===== config.mk =====
export PLATFORM = sky130hd
export DESIGN_NAME = acs_ctrl
export DESIGN_NICKNAME = d
export VERILOG_FILES = /design/src/rtl/acs_pkg.sv /design/src/rtl/acs_ctrl.sv
export VERILOG_INCLUDE_DIRS = /design/src /design/src/rtl
export SDC_FILE = /design/constraint.sdc
export NUM_CORES = 1
export LEC_CHECK = 0
export BUFFER_PORTS_ARGS = -buffer_cell sky130_fd_sc_hd__buf_2
export CAP_MARGIN = 20
export CORE_MARGIN = 5
export CORE_UTILIZATION = 55
export DETAILED_ROUTE_END_ITERATION = 7
export PLACE_DENSITY = 0.8
export SKIP_CTS_REPAIR_TIMING = 1
export SLEW_MARGIN = 20
export SYNTH_ARGS = -nofsm -noshare
export SYNTH_HDL_FRONTEND = slang
export SYNTH_SLANG_ARGS = --single-unit
export TNS_END_PERCENT = 30

===== constraint.sdc =====
create_clock -name clk_sys -period 2.7 [get_ports clk_sys]
set_clock_uncertainty 0.05 [all_clocks]
set_input_delay 0.135 -clock clk_sys [delete_from_list [all_inputs] [get_ports clk_sys]]
set_output_delay 0.135 -clock clk_sys [all_outputs]
set_load 0.01 [all_outputs]

===== src/rtl/acs_params.svh =====
`ifndef ACS_PARAMS_SVH
`define ACS_PARAMS_SVH
`define ACS_CLK_PS 4000
`define ACS_CONV_NS 880
`define ACS_CONV_CYC ((`ACS_CONV_NS * 1000) / `ACS_CLK_PS)
`define ACS_PWAKE_US 1
`define ACS_PWAKE_CYC ((`ACS_PWAKE_US * 1000000 + `ACS_CLK_PS - 1) / `ACS_CLK_PS)
`define ACS_FWAKE_US 500
`define ACS_FWAKE_CYC ((`ACS_FWAKE_US * 1000000 + `ACS_CLK_PS - 1) / `ACS_CLK_PS)
`define ACS_DATA_W 12
`define ACS_CNT_W 18
`define ACS_RESULT_RST 12'h000
`endif


===== src/rtl/acs_pkg.sv =====
`include "acs_params.svh"
package acs_pkg;
  typedef enum logic [2:0] {
    ACS_ACQ = 3'b000,
    ACS_CONV = 3'b001,
    ACS_SLEEP = 3'b011,
    ACS_WAKE = 3'b010
  } acs_state_t;
  typedef struct packed {
    logic comparator_on;
    logic refbuf_full_power;
    logic refbuf_on;
    logic reference_on;
    logic osc_on;
  } acs_power_t;
  typedef struct packed {
    logic [`ACS_DATA_W-1:0] data;
  } acs_word_t;
endpackage : acs_pkg

===== src/rtl/acs_ctrl.sv =====
`timescale 1ns/1ps
`include "acs_params.svh"
module acs_ctrl #(
  parameter int unsigned FWAKE_CYCLES = `ACS_FWAKE_CYC
) (
  input wire logic clk_sys,
  input wire logic rst_b,
  input wire logic conversion_start_n,
  input wire logic sleep_type_select,
  input wire logic chip_select_n,
  input wire logic read_n,
  input wire logic [`ACS_DATA_W-1:0] sample_code,
  input wire logic result_ready,
  output logic busy,
  output logic [`ACS_DATA_W-1:0] result_data_bus_o,
  output logic result_data_bus_oe,
  output logic result_valid,
  output acs_pkg::acs_power_t power_ctl
);
  import acs_pkg::*;

  // Sequencer state and shared interval counter
  acs_state_t state_ff;
  acs_state_t nxt_state;
  logic [`ACS_CNT_W-1:0] cnt_ff;
  logic [`ACS_CNT_W-1:0] nxt_cnt;

  // Start line history and its edges
  logic start_d_ff;
  logic fall;
  logic rise;

  // Sleep type and deferred start bookkeeping
  logic partial_ff;
  logic nxt_partial;
  logic pend_ff;
  logic nxt_pend;

  // Interval ends
  logic conv_done;
  logic conv_end;
  logic sleep_entry;
  logic wake_done;
  logic [`ACS_CNT_W-1:0] wake_last;

  // Output data register
  logic [`ACS_DATA_W-1:0] result_ff;

  // Two-entry result buffer, head is entry 0
  acs_word_t buf_ff [2];
  logic buf_vld_ff [2];
  acs_word_t shift_word [2];
  logic shift_vld [2];
  acs_word_t push_word;
  logic buf_in_rdy;
  logic buf_out_rdy;
  logic buf_push;
  logic buf_pop;
  logic push_slot;

  // Falling and rising edges of the start line
  assign fall = start_d_ff & ~conversion_start_n;
  assign rise = ~start_d_ff & conversion_start_n;

  // Start line history, idle high so reset gives no edge
  always_ff @(posedge clk_sys) begin
    if (!rst_b) begin
      start_d_ff <= 1'b1;
    end else begin
      start_d_ff <= conversion_start_n;
    end
  end

  // Last count of a conversion
  assign conv_done = (state_ff == ACS_CONV) && (cnt_ff == `ACS_CNT_W'(`ACS_CONV_CYC - 1));

  // Conversion ends only when the buffer can take the word
  assign conv_end = conv_done && buf_in_rdy;

  // Start still low at the end selects sleep
  assign sleep_entry = (state_ff == ACS_CONV) && (nxt_state == ACS_SLEEP);

  // Wake interval length depends on latched sleep type
  assign wake_last = partial_ff ? `ACS_CNT_W'(`ACS_PWAKE_CYC - 1)
                                : `ACS_CNT_W'(FWAKE_CYCLES - 1);
  assign wake_done = (state_ff == ACS_WAKE) && (cnt_ff >= wake_last);

  // Sequencer next state
  always_comb begin
    // Hold by default
    nxt_state = state_ff;
    unique case (state_ff)
      ACS_ACQ: begin
        // Acquiring, armed for a start edge
        if (fall) begin
          nxt_state = ACS_CONV;
        end
      end
      ACS_CONV: begin
        // A restart edge wins over the end
        if (!fall && conv_end) begin
          nxt_state = conversion_start_n ? ACS_ACQ : ACS_SLEEP;
        end
      end
      ACS_SLEEP: begin
        // Only a rising start edge wakes
        if (rise) begin
          nxt_state = ACS_WAKE;
        end
      end
      ACS_WAKE: begin
        // Deferred start begins here
        if (wake_done) begin
          nxt_state = (pend_ff || fall) ? ACS_CONV : ACS_ACQ;
        end
      end
      default: begin
        nxt_state = ACS_ACQ;
      end
    endcase
  end

  // State register
  always_ff @(posedge clk_sys) begin
    if (!rst_b) begin
      state_ff <= ACS_ACQ;
    end else begin
      state_ff <= nxt_state;
    end
  end

  // Interval counter next value
  always_comb begin
    // Count up by default
    nxt_cnt = cnt_ff + `ACS_CNT_W'(1);
    unique case (state_ff)
      ACS_ACQ: begin
        nxt_cnt = '0;
      end
      ACS_CONV: begin
        if (fall) begin
          nxt_cnt = '0;
        end else if (conv_done) begin
          // Hold the last count while the buffer is full
          nxt_cnt = buf_in_rdy ? '0 : cnt_ff;
        end
      end
      ACS_SLEEP: begin
        nxt_cnt = '0;
      end
      ACS_WAKE: begin
        // Wake interval restarts the count at its end
        if (wake_done) begin
          nxt_cnt = '0;
        end
      end
      default: begin
        nxt_cnt = '0;
      end
    endcase
  end

  // Interval counter, times conversion and wake-up
  always_ff @(posedge clk_sys) begin
    if (!rst_b) begin
      cnt_ff <= '0;
    end else begin
      cnt_ff <= nxt_cnt;
    end
  end

  // Deferred start memory next value
  always_comb begin
    nxt_pend = pend_ff;
    if (state_ff != ACS_WAKE) begin
      nxt_pend = 1'b0;
    end else if (fall) begin
      nxt_pend = 1'b1;
    end else if (rise) begin
      nxt_pend = 1'b0;
    end
  end

  // Start edge seen during wake-up
  always_ff @(posedge clk_sys) begin
    if (!rst_b) begin
      pend_ff <= 1'b0;
    end else begin
      pend_ff <= nxt_pend;
    end
  end

  // Sleep type next value, taken only on entry
  always_comb begin
    nxt_partial = partial_ff;
    if (sleep_entry) begin
      nxt_partial = sleep_type_select;
    end
  end

  // Latched sleep type
  always_ff @(posedge clk_sys) begin
    if (!rst_b) begin
      partial_ff <= 1'b0;
    end else begin
      partial_ff <= nxt_partial;
    end
  end

  // Output register, loaded on conv_end, also when a restart edge in that cycle keeps busy high
  always_ff @(posedge clk_sys) begin
    if (!rst_b) begin
      result_ff <= `ACS_RESULT_RST;
    end else if (conv_end) begin
      result_ff <= sample_code;
    end
  end

  // Buffer input side
  assign buf_in_rdy = ~buf_vld_ff[1];
  assign buf_push = conv_end && result_ready;
  assign push_word.data = sample_code;

  // Buffer output side, output register always takes
  assign buf_out_rdy = 1'b1;
  assign buf_pop = buf_vld_ff[0] && buf_out_rdy;

  // First free slot after the pop
  assign push_slot = shift_vld[0];

  // Per-entry shift, load and storage
  for (genvar gi = 0; gi < 2; gi++) begin : g_buf
    logic up_vld;
    acs_word_t up_word;
    logic take;
    logic nxt_vld;
    acs_word_t nxt_word;

    // Neighbour above, empty past the top entry
    if (gi == 1) begin : g_top
      assign up_vld = 1'b0;
      assign up_word = '0;
    end else begin : g_low
      assign up_vld = buf_vld_ff[gi+1];
      assign up_word = buf_ff[gi+1];
    end

    // Move down on a pop
    assign shift_vld[gi] = buf_pop ? up_vld : buf_vld_ff[gi];
    assign shift_word[gi] = buf_pop ? up_word : buf_ff[gi];

    // New word lands in the first free slot
    assign take = buf_push && (push_slot == 1'(gi));
    assign nxt_vld = shift_vld[gi] | take;
    assign nxt_word = take ? push_word : shift_word[gi];

    // Entry storage
    always_ff @(posedge clk_sys) begin
      if (!rst_b) begin
        buf_vld_ff[gi] <= 1'b0;
        buf_ff[gi] <= '0;
      end else begin
        buf_vld_ff[gi] <= nxt_vld;
        buf_ff[gi] <= nxt_word;
      end
    end
  end

  // Busy only while converting
  assign busy = (state_ff == ACS_CONV);
  // Head valid flag
  assign result_valid = buf_vld_ff[0];
  // Held result
  assign result_data_bus_o = result_ff;

  // Bus drive only while selected and read
  assign result_data_bus_oe = ~chip_select_n & ~read_n;

  // Power controls per state
  always_comb begin
    power_ctl = '1;
    unique case (state_ff)
      ACS_SLEEP: begin
        // Oscillator stops in either sleep
        power_ctl.osc_on = 1'b0;
        // Comparator off and reference buffer in low power
        power_ctl.comparator_on = 1'b0;
        power_ctl.refbuf_full_power = 1'b0;
        // Full sleep also drops buffer and reference
        power_ctl.refbuf_on = partial_ff;
        power_ctl.reference_on = partial_ff;
      end
      ACS_ACQ, ACS_CONV, ACS_WAKE: begin
        // Fully powered while awake or waking
        power_ctl = '1;
      end
      default: begin
        power_ctl = '1;
      end
    endcase
  end
endmodule : acs_ctrl


**Word level (Yosys, flattened, before mapping)**

Memory sizes are Yosys's and may differ from the RTL's.
Index checks and enable logic that the tools add are counted.

- Bits in registers: 36
- Memory bits (writable): 2
- Bits of input ports: 19
- Output and inout bits: 20
- Memories: 1

Memory list:

| name | depth | width | read ports | clocked after Yosys merged registers in | wr ports | RTL line | RTL |
|---|---|---|---|---|---|---|---|
| buf_vld_ff | 2 | 1 | 2 | 0 | 2 | acs_ctrl.sv:51 | `logic buf_vld_ff [2];` |

- Add/sub/neg operators: 1
- Magnitude comparators: 1
- Equality and inequality tests: 7
- Multiplexer cells: 22
- Bitwise operators: 14
- Reductions and logical operators: 13

Operators by type and width:

| operator | number |
|---|---|
| $mux 18 | 4 |
| $pmux 18 s2 | 1 |
| $add 18x1->18 const B | 1 |
| $eq 18x8->1 const B | 1 |
| $ge 18x17->1 | 1 |
| $mux 17 | 1 |
| $mux 3 | 4 |
| $pmux 3 s4 | 1 |
| $eq 3x2->1 const B | 3 |
| $mux 1 | 9 |
| $logic_and 1x1->1 | 8 |
| $not 1->1 | 7 |
| $mux 5 | 1 |
| $ne 4x4->1 const B | 1 |
| $or 1x1->1 | 4 |
| $and 1x1->1 | 3 |
| $eq 3x1->1 const B | 1 |
| $logic_not 3->1 | 1 |
| $ne 3x2->1 const B | 1 |
| $mux 2 | 1 |
| $reduce_bool 2->1 | 1 |
| $reduce_or 2->1 | 1 |
| $logic_not 1->1 | 1 |
| $logic_or 1x1->1 | 1 |

**Logic depth before layout (Yosys ltp)**

Gate-level depths: netlist of run 1.

- Depth after elaboration: 8
- Depth in mapped cells: 8
- Depth with buffers taken out: 7

**Least setup slack after synthesis of run 1**

OpenSTA, ideal clock, no wires.

- Path kind: register to register
- Start: register partial_ff
- End: register cnt_ff[10]
- Library setup time: 140 ps
- Data arrival time: 1,960 ps
- Required time: 2,510 ps
- Slack: 550 ps
- Stages on the path, launching flop included: 9
- Cells stage by stage: dfxtp_1 > inv_1 > ha_1 > or4bb_1 > nor3_1 > a32oi_1 > nand2_1 > buf_2 > a211oi_2

- Longest elaborated chain between the ends: 5

Ends and longest elaborated chain:

| element | RTL line | RTL |
|---|---|---|
| from (decl) | acs_ctrl.sv:34 | `logic partial_ff;` |
| from (signal assigned) | acs_ctrl.sv:206 | `partial_ff <= nxt_partial;` |
| $mux 17 | acs_ctrl.sv:84 | `` assign wake_last = partial_ff ? `ACS_CNT_W'(`ACS_PWAKE_CYC - 1) `` |
| $ge 18x17->1 | acs_ctrl.sv:86 | `assign wake_done = (state_ff == ACS_WAKE) && (cnt_ff >= wake_last);` |
| $logic_and 1x1->1 | acs_ctrl.sv:86 |  |
| $mux 18 | acs_ctrl.sv:153 | `if (wake_done) begin` |
| $pmux 18 s2 | acs_ctrl.sv:136 | `unique case (state_ff)` |
| to (signal assigned) | acs_ctrl.sv:168 | `cnt_ff <= nxt_cnt;` |
| to (decl) | acs_ctrl.sv:25 | `` logic [`ACS_CNT_W-1:0] cnt_ff; `` |

Every way passes these cells.
A chain may end at the register's enable or synchronous reset.

**Worst setup path after layout of run 1**

- Start: register partial_ff
- End: register cnt_ff[0]

Same word-level chain as after synthesis.

==> results of run 1 <==
==> through the flow <==
stage | setup WS (ps) | util [%] | instance area, um^2 | hold slack, ps | instances
after floorplan | 550 | - | 2120 | 185 | 235
after global placement | 417 | 62.9 | 2320 | 320 | 313
after detailed placement | 293 | 62.9 | 2320 | 327 | 313
after CTS | 275 | 65.0 | 2400 | 29.3 | 320
after global routing | 117 | 65.0 | 2400 | 26.0 | 320
final | 211 | 65.0 | 2400 | 35.2 | 320
==> flip-flops by register name, summed over array words and instances, names as in the netlist <==
name / flops
cnt_ff: 18
partial_ff: 1
result_data_bus_o: 12
start_d_ff: 1
state_ff: 3
buf_vld_ff: 2
pend_ff: 1
==> worst max-delay path, delay by kind of cell (launching register included) <==
family | cells | cell delay (ps)
compound gates | 3 | 750
flops | 1 | 500
simple gates | 2 | 550
fa+ha+maj | 1 | 330
buf+inv | 1 | 200
==> how the worst max path moves through the flow <==
stage / start / end / slack [ps] / cells past startpoint
floorplan: partial_ff$_SDFFE_PN0P_ / cnt_ff[10]$_SDFFE_PN0P_ / 550 / 8
finish: partial_ff$_SDFFE_PN0P_ / cnt_ff[0]$_SDFFE_PN0P_ / 210 / 7
global route: partial_ff$_SDFFE_PN0P_ / cnt_ff[0]$_SDFFE_PN0P_ / 120 / 7
global placement: partial_ff$_SDFFE_PN0P_ / cnt_ff[0]$_SDFFE_PN0P_ / 420 / 7
CTS: partial_ff$_SDFFE_PN0P_ / cnt_ff[0]$_SDFFE_PN0P_ / 280 / 7
detailed placement: partial_ff$_SDFFE_PN0P_ / cnt_ff[0]$_SDFFE_PN0P_ / 290 / 7
==> metal layers <==
layer	vias to the layer above	share of wire (%)	track usage, %	wire length [um]
met5	-	0	0	0
met4	0	0.52	4.18	25
met3	4	6.2	6.37	298
met2	64	50	32.7	2370
met1	866	44	23.8	2080
li1	913	-	-	-
==> report_power, final <==
| group | leakage, nW | total (W) | internal [W] | switching, W |
|---|---|---|---|---|
| clock network | 0.0438 | 0.000366 | 0.000173 | 0.000193 |
| registers | 0.307 | 0.000565 | 0.000563 | 0.00000248 |
| logic | 0.590 | 0.0000442 | 0.0000186 | 0.0000256 |
==> cell type report <==
| type | instances | share of cell area (%) |
|---|---|---|
| multi-input cells | 178 | 52.4 |
| flip-flops and latches | 38 | 31.7 |
| repair buffers | 41 | 8.87 |
| clock buffers | 5 | 2.87 |
| well taps | 48 | 2.50 |
| inverters | 8 | 1.25 |
| clock inverters | 2 | 0.417 |
==> kinds of logic (layout without fill, tap and decap cells) <==
group | Yosys count | count (layout) | share of synthesized area (%)
AOI/OAI and AO/OA | 49 | 49 | 17.4
xor gates and xnor gates | 15 | 15 | 6.19
adders and majority gates | 14 | 14 | 8.25
buffers and inverters | 19 | 56 | 5.01
DFF | 38 | 38 | 35.8
muxes | 1 | 1 | 0.471
other | 1 | 1 | 0.177
and+or+nand+nor | 98 | 98 | 26.6
==> placed cells by master (no fill, tap or decap), drive strengths merged, types with 2 or more instances in the layout <==
cell type / n
a2111oi: 2
a211oi: 9
a21o: 3
a21oi: 22
a32oi: 2
buf: 41
clkbuf: 5
clkinv: 2
dfxtp: 38
ha: 14
inv: 8
nand2: 35
nand2b: 3
nand3: 9
nand4: 5
nor2: 13
nor3: 15
nor3b: 2
nor4: 4
nor4b: 3
o21ai: 5
xnor2: 7
xor2: 8
==> flow_summary.json, run 1 <==
{
  "status": "completed",
  "synthArstFlopShare_pct": 0,
  "place_hpwl_um": 3500,
  "rrSetupSlack_ps": 210,
  "num-nets-final": 305,
  "yosysWarnings": 0,
  "drc": 0,
  "worst_slew_pin_slew_ps": 513,
  "r2r_cells": 7,
  "grt_use_total_pct": 19.3,
  "worst_path_largest_cell_delay_ps": 500,
  "n_fill_cell": 327,
  "rsz0062_at_grt": "false",
  "drt-initial-drc-count": 119,
  "hold_class": "primary input to register",
  "startpoint_type": "register",
  "r2r_start": "partial_ff$_SDFFE_PN0P_",
  "end_kind": "register",
  "yosysTopAreaCellShare_pct": 35.8,
  "hold_path_depth": 3,
  "cellLeakagePower_nw": 0.941,
  "worstPathMaxFanout": 8,
  "syn_area_um2": 2120,
  "whs_endpoint": "buf_vld_ff[0]$_DFF_P_",
  "finalPower_w": 0.000976,
  "antenna_found_initial": 0,
  "area_growth_pct": 13.0,
  "setup_viol": 0,
  "synth_most_common_cell": "dfxtp_1",
  "globalplace.congestion": 0.953,
  "core_area_um2": 3690,
  "cts_sinks": 38,
  "firstDrtPassIters": 4,
  "ys_top_cells_by_area": "dfxtp_1 (36%), ha_1 (8.2%), nand2_1 (5.8%)",
  "num_vias": 1847,
  "die_w_um": 72.1,
  "grt_pass1_wl_um": 7940,
  "num_rows": 22,
  "synthCells": 235,
  "cp_cell_sequence": "inv_1, ha_1, or4bb_1, nor3_1, a32oi_1, a21oi_2, a21oi_1",
  "worstHoldStart": "result_ready",
  "path_clk_slew_ps": 70,
  "period_share_pct": 92.2,
  "cp.arrival_ps": 2600,
  "grt_pass1_vias": 1758,
  "routedWlPerCell_um": 14.9,
  "synth-edff-count": 0,
  "fin_setup_tns_ps": 0,
  "synth_seq_area_share_pct": 35.8,
  "cp_slowest_cell": "dfxtp_1",
  "yosysUniqueCellTypes": 51,
  "irDropWorstVdd_v": 0.000268,
  "start_util_pct": 57.6,
  "slew-limit-headroom_pct": 65.5,
  "avgViaCountPerCell": 5.77,
  "die_height_um": 72.1,
  "htree_levels": 2,
  "regArea_um2": 761,
  "insertion_delay_ps": 290,
  "cts_tree": "built",
  "synth-main-ff-cell": "dfxtp_1",
  "root_buffer": "clkbuf_8",
  "grt_max_degree": 22,
  "syn_avg_cell_area_um2": 9.04,
  "final_layout_size_suffix_gt1_share_pct": 27.9,
  "p_per_area_nw_per_um2": 407,
  "die_area_um2": 5200,
  "drt_wl_total_um": 4770,
  "hold_viol_final": 0,
  "cts_buffer_depth": 2,
  "required_ps": 2810,
  "cap_violations": 0,
  "synthTopCellsByCount": "dfxtp_1 (38), nand2_1 (33), a21oi_1 (18), nor3_1 (15), ha_1 (14)",
  "overflow": 0,
  "yosysTopAreaCell": "dfxtp_1",
  "rr_endpoint": "cnt_ff[0]$_SDFFE_PN0P_",
  "num_antenna_cells": 0,
  "critical_path_class": "register to register",
  "drtAntennaViolNets": 0,
  "syn_nets": 268,
  "min_period_ps": 2490,
  "ys_ff_latch": 38,
  "cts_made_buffers": 5,
  "fmax_mhz": 402,
  "report.final.slew_viol_count": 0,
  "place.port_buffers": 38,
  "io_pins": 39,
  "multi_input_area_um2": 1260
}
Power figures use the tool's default switching activity.
==> inputs of run 2 (changes only) <==
--- a/config.mk
+++ b/config.mk
@@ -10,7 +10,7 @@
 export CAP_MARGIN = 20
 export CORE_MARGIN = 5
-export CORE_UTILIZATION = 55
+export CORE_UTILIZATION = 59
 export DETAILED_ROUTE_END_ITERATION = 7
-export PLACE_DENSITY = 0.8
+export PLACE_DENSITY = 0.85
 export SKIP_CTS_REPAIR_TIMING = 1
 export SLEW_MARGIN = 20
==> constraint.sdc (replaced) <==
create_clock -name clk_sys -period 3.1 [get_ports clk_sys]
set_clock_uncertainty 0.05 [all_clocks]
set_input_delay 0.31 -clock clk_sys [delete_from_list [all_inputs] [get_ports clk_sys]]
set_output_delay 0.31 -clock clk_sys [all_outputs]
set_load 0.01 [all_outputs]
==> run 2 against run 1 <==
Net effect: die area shrank 5.9%; final area shrank 1.4%; register-to-register slack gained 300 ps; setup slack gained 300 ps; via count shrank 1.5%; total power shrank 17%; highest routed layer unchanged.
==> flow_summary.json, run 2 (synthesized netlist as in run 1, its figures left out) <==
{
  "status": "completed",
  "cts_made_buffers": 5,
  "num_vias": 1819,
  "irDropWorstVdd_v": 0.000201,
  "multi_input_area_um2": 1260,
  "num_antenna_cells": 0,
  "num_rows": 21,
  "drt-initial-drc-count": 139,
  "r2r_cells": 7,
  "die_height_um": 70.0,
  "wl_met1_um": 2080,
  "place.port_buffers": 38,
  "drt_wl_total_um": 4770,
  "avgViaCountPerCell": 5.74,
  "fmax_mhz": 387,
  "layout_common_cells": "dfxtp_1 (38), buf_2 (38), nand2_1 (33), a21oi_1 (18), nor3_1 (15)",
  "area_growth_pct": 11.4,
  "place_hpwl_um": 3600,
  "fin_ws_ps": 514,
  "die_area_um2": 4900,
  "path_clk_slew_ps": 120,
  "slew-limit-headroom_pct": 45.1,
  "n_fill_cell": 281,
  "required_ps": 3330,
  "period_share_pct": 83.4,
  "pre_cts_slack_ps": 545,
  "cts_sinks": 38,
  "fin_hold_ws_ps": 139,
  "cp.arrival_ps": 2810,
  "worstPathMaxFanout": 11,
  "die_w_um": 70.0,
  "wl_met2_um": 2370,
  "whs_endpoint": "result_data_bus_o[7]$_SDFFE_PN0N_",
  "hold_viol_final": 0,
  "routedWlPerCell_um": 15.1,
  "core_area_um2": 3420,
  "insertion_delay_ps": 350,
  "htree_levels": 2,
  "grt_pass1_wl_um": 8360,
  "largest_register": "cnt_ff",
  "drtAntennaViolNets": 0,
  "grt_pass1_vias": 1795,
  "end_kind": "register",
  "hold_path_depth": 3,
  "critical_path_class": "register to register",
  "antenna_found_initial": 0,
  "cellLeakagePower_nw": 0.922,
  "grt_max_degree": 17,
  "rr_endpoint": "cnt_ff[15]$_SDFFE_PN0P_",
  "root_buffer": "clkbuf_4",
  "overflow": 0,
  "fin_area_um2": 2370,
  "rrSetupSlack_ps": 510,
  "setup_viol": 0,
  "firstDrtPassIters": 4,
  "drc": 0,
  "r2r_start": "partial_ff$_SDFFE_PN0P_",
  "cts_buffer_depth": 2,
  "p_per_area_nw_per_um2": 343,
  "startpoint_type": "register",
  "wl_met3_um": 265,
  "cap_violations": 0,
  "final_layout_size_suffix_gt1_share_pct": 27.7,
  "dpl_cell_area_um2": 2300,
  "io_pins": 39,
  "worst_slew_pin_slew_ps": 818,
  "num-nets-final": 303,
  "worstHoldStart": "sample_code[7]",
  "report.final.slew_viol_count": 0,
  "grt_use_total_pct": 20.5,
  "largest_register_ffs": 18,
  "regArea_um2": 761,
  "rsz0062_at_grt": "false",
  "min_period_ps": 2590,
  "hold_class": "primary input to register",
  "start_util_pct": 62.2,
  "fin_setup_tns_ps": 0,
  "highest_layer": "met4",
  "globalplace.congestion": 0.832,
  "cts_tree": "built"
}
run 2: changes by cell type in the layout (fill, tap and decap cells not counted):
| cell | before | now |
|---|---|---|
| clkbuf_4 | 0 | 5 |
| clkinv_2 | 2 | 1 |
| clkinvlp_4 | 0 | 1 |
| buf_4 | 3 | 1 |
| clkbuf_8 | 5 | 1 |
run 2: final cells by class:
cell class	instances	area share (%)
sequential	38	32.2
timing repair buffer	39	8.36
clock buffer	6	2.17
tap	46	2.43
multi-input combinational	178	53.1
inverter	8	1.27
clock inverter	2	0.529
run 2: per-stage QoR:
step                utilization [%]  instances  total power (W)
floorplan                         -        235         0.000525
global placement               67.4        309         0.000541
detailed placement             67.4        309         0.000542
CTS                            69.3        317         0.000816
global route                   69.3        317         0.000846
finish                         69.3        317         0.000812
run 2: worst max-delay path by stage:
stage,start,endpoint,slack [ps]
after floorplan,partial_ff$_SDFFE_PN0P_,cnt_ff[10]$_SDFFE_PN0P_,950
after global placement,partial_ff$_SDFFE_PN0P_,cnt_ff[15]$_SDFFE_PN0P_,660
after detailed placement,partial_ff$_SDFFE_PN0P_,cnt_ff[1]$_SDFFE_PN0P_,550
after CTS,partial_ff$_SDFFE_PN0P_,cnt_ff[1]$_SDFFE_PN0P_,530
after global routing,partial_ff$_SDFFE_PN0P_,cnt_ff[10]$_SDFFE_PN0P_,360
final,partial_ff$_SDFFE_PN0P_,cnt_ff[15]$_SDFFE_PN0P_,510
run 2: metal layers:
layer	vias up	global-route usage, %
met3	5	4.16
li1	910	-
met2	43	33.9
met4	0	7.45
met1	861	26.2
met5	-	0
run 2: critical path: stages (launching register included):
cell and delay (ps):
dfxtp_1 500, inv_1 190, ha_1 230, nor3_1 260
a2111oi_0 180, a32oi_1 360, nand2_1 460, a211oi_2 280
run 2: report_power, final:
part	switching, W	internal (W)
registers	0.00000230	0.000490
clock network	0.000171	0.000109
logic	0.0000222	0.0000163
==> inputs of run 3 (changes only) <==
Settings changed: ABC_AREA from default to 1, CORE_UTILIZATION 59 to 57, PLACE_DENSITY 0.85 to 0.81.
Clock period 3.1 ns to 2.44 ns, I/O delays scaled along.
==> run 3 against run 2 <==
Net effect: count of clock-buffer cells in the layout did not move; sequential cell count unchanged; wire length rose by 28%; utilization down 2.3 points; global-route usage is 3.1 points higher; register-to-register slack got worse by 170 ps; non-clock buffer count grew 3; total power increased by 36%; critical path type unchanged; critical endpoint is now cnt_ff[11]$_SDFFE_PN0P_.
==> flow_summary.json, run 3 <==
{
  "cts_tree": "built",
  "yosysTopAreaCellShare_pct": 31.0,
  "root_buffer": "clkbuf_8",
  "core_area_um2": 4090,
  "r2r_start": "partial_ff$_SDFFE_PN0P_",
  "start_util_pct": 60.1,
  "cts_made_buffers": 5,
  "required_ps": 2630,
  "cts_sinks": 38,
  "grtUsageMet2_pct": 38.5,
  "num_antenna_cells": 0,
  "n_fill_cell": 374,
  "cp_slowest_cell": "dfxtp_1",
  "grt_use_total_pct": 23.6,
  "area_growth_pct": 11.5,
  "setup_viol": 0,
  "status": "completed",
  "multi_input_area_um2": 1420,
  "min_period_ps": 2100,
  "synthCells": 363,
  "cp_cell_sequence": "inv_1, ha_1, nand2_1, inv_1, o21ai_0, nand3_1, nand2_2, nand3_2, nand3_2, nand2_4, nor2_2",
  "largest_register_ffs": 18,
  "hold_viol_final": 0,
  "synth-main-ff-cell": "dfxtp_1",
  "die_height_um": 75.6,
  "largest_register": "cnt_ff",
  "fin_ws_ps": 344,
  "worst-path-buf-inv": 2,
  "drc": 0,
  "syn_avg_cell_area_um2": 6.76,
  "layout_commonest_cell": "nand2_1",
  "drt-initial-drc-count": 168,
  "grtUsageMet1_pct": 31.5,
  "firstDrtPassIters": 5,
  "avgViaCountPerCell": 5.47,
  "critical_path_class": "register to register",
  "r2r_cells": 11,
  "worstPathMaxFanout": 10,
  "worstHoldStart": "sample_code[3]",
  "path_clk_slew_ps": 70,
  "report.final.slew_viol_count": 0,
  "synth_most_common_cell": "nand2_1",
  "insertion_delay_ps": 290,
  "htree_levels": 2,
  "worst_path_largest_cell_delay_ps": 500,
  "num_vias": 2462,
  "end_kind": "register",
  "startpoint_type": "register",
  "drtAntennaViolNets": 0,
  "fmax_mhz": 477,
  "synth_seq_area_share_pct": 31.0,
  "yosysUniqueCellTypes": 34,
  "fin_setup_tns_ps": 0,
  "grt_pass1_vias": 2246,
  "final_layout_size_suffix_gt1_share_pct": 19.8,
  "critPathTopFamily": "simple AND/OR/NAND/NOR gates",
  "rrSetupSlack_ps": 340,
  "layout_common_cells": "nand2_1 (74), nor2_1 (50), inv_1 (45), dfxtp_1 (38), buf_2 (38)",
  "num-nets-final": 432,
  "period_share_pct": 85.9,
  "synthTopCellsByCount": "nand2_1 (74), nor2_1 (50), inv_1 (45), dfxtp_1 (38)",
  "ys_ff_latch": 38,
  "irDropWorstVdd_v": 0.000280,
  "cts_buffer_depth": 2,
  "cellLeakagePower_nw": 1.29,
  "cp.arrival_ps": 2280,
  "syn_nets": 396,
  "die_area_um2": 5720,
  "grt_max_degree": 17,
  "hold_path_depth": 3,
  "grt_busiest_layer": "met2",
  "io_pins": 39,
  "place.port_buffers": 38,
  "num_rows": 23,
  "grt_pass1_wl_um": 10300,
  "globalplace.congestion": 0.987,
  "routedWlPerCell_um": 13.6,
  "worst_slew_pin_slew_ps": 618,
  "die_w_um": 75.6,
  "yosysTopAreaCell": "dfxtp_1",
  "p_per_area_nw_per_um2": 402,
  "synth-edff-count": 0,
  "syn_area_um2": 2450,
  "whs_endpoint": "result_data_bus_o[3]$_SDFFE_PN0N_",
  "rsz0062_at_grt": "false",
  "place_hpwl_um": 4740,
  "yosysWarnings": 0,
  "pre_cts_slack_ps": 380,
  "antenna_found_initial": 0,
  "grt.met3_usage_pct": 5.28,
  "regArea_um2": 761,
  "cap_violations": 0,
  "drt_wl_total_um": 6120,
  "slew-limit-headroom_pct": 58.6,
  "hold_class": "primary input to register",
  "overflow": 0,
  "rr_endpoint": "cnt_ff[11]$_SDFFE_PN0P_",
  "synthArstFlopShare_pct": 0,
  "ys_top_cells_by_area": "dfxtp_1 (31%), nand2_1 (11%), nor2_1 (7.6%)"
}
==> run 3: cells by family (layout without fill, tap and decap cells) <==
| logic type | after synthesis | count (layout) | synth area share, % |
|---|---|---|---|
| and+or+nand+nor | 212 | 212 | 41.9 |
| buffers and inverters | 62 | 99 | 11.0 |
| DFF | 38 | 38 | 31.0 |
| AOI/OAI and AO/OA | 29 | 29 | 6.27 |
| adders and majority gates | 14 | 14 | 7.14 |
| xor gates and xnor gates | 7 | 7 | 2.50 |
| other | 1 | 1 | 0.153 |
==> run 3: layout make-up <==
type,count,share of cell area [%]
clock inverters,2,0.503
multi-input cells,263,52.0
repair buffers,42,8.04
flip-flops and latches,38,27.8
inverters,49,6.72
well taps,50,2.29
clock buffers,6,2.65
==> run 3: how the worst max path moves through the flow <==
stage / to / slack [ps] / from / cells after the start
finish: cnt_ff[11]$_SDFFE_PN0P_ / 340 / partial_ff$_SDFFE_PN0P_ / 11
global route: cnt_ff[3]$_SDFFE_PN0P_ / 130 / partial_ff$_SDFFE_PN0P_ / 11
CTS: cnt_ff[11]$_SDFFE_PN0P_ / 370 / partial_ff$_SDFFE_PN0P_ / 11
detailed placement: cnt_ff[11]$_SDFFE_PN0P_ / 380 / partial_ff$_SDFFE_PN0P_ / 11
global placement: cnt_ff[11]$_SDFFE_PN0P_ / 440 / partial_ff$_SDFFE_PN0P_ / 11
floorplan: cnt_ff[0]$_SDFFE_PN0P_ / 650 / partial_ff$_SDFFE_PN0P_ / 11
==> run 3: through the flow <==
step | utilization [%] | area (um^2) | cells | total power [W] | hold slack [ps]
floorplan | - | 2450 | 363 | 0.000665 | 294
global placement | 64.9 | 2650 | 442 | 0.000690 | 382
detailed placement | 64.9 | 2650 | 442 | 0.000690 | 392
CTS | 67.0 | 2740 | 450 | 0.00111 | 125
global route | 67.0 | 2740 | 450 | 0.00115 | 132
finish | 67.0 | 2740 | 450 | 0.00110 | 131
==> run 3: power breakdown <==
group	switching, W	internal [W]
clock	0.000223	0.000201
combinational	0.0000316	0.0000193
sequential	0.00000273	0.000623
==> run 3: layer usage <==
metal  routed length, um  up-vias
li1                    -     1249
met1                2830     1094
met2                2760      112
met3                 465        7
met4                  68        0
met5                   0        -
==> run 3: worst reg2reg max path: cells and delay by family, from the launching register on <==
family | cells | cell delay, ps
and+or+nand+nor | 7 | 790
adders and majority gates | 1 | 330
AOI/OAI and AO/OA | 1 | 140
buffers and inverters | 2 | 220
DFF | 1 | 500
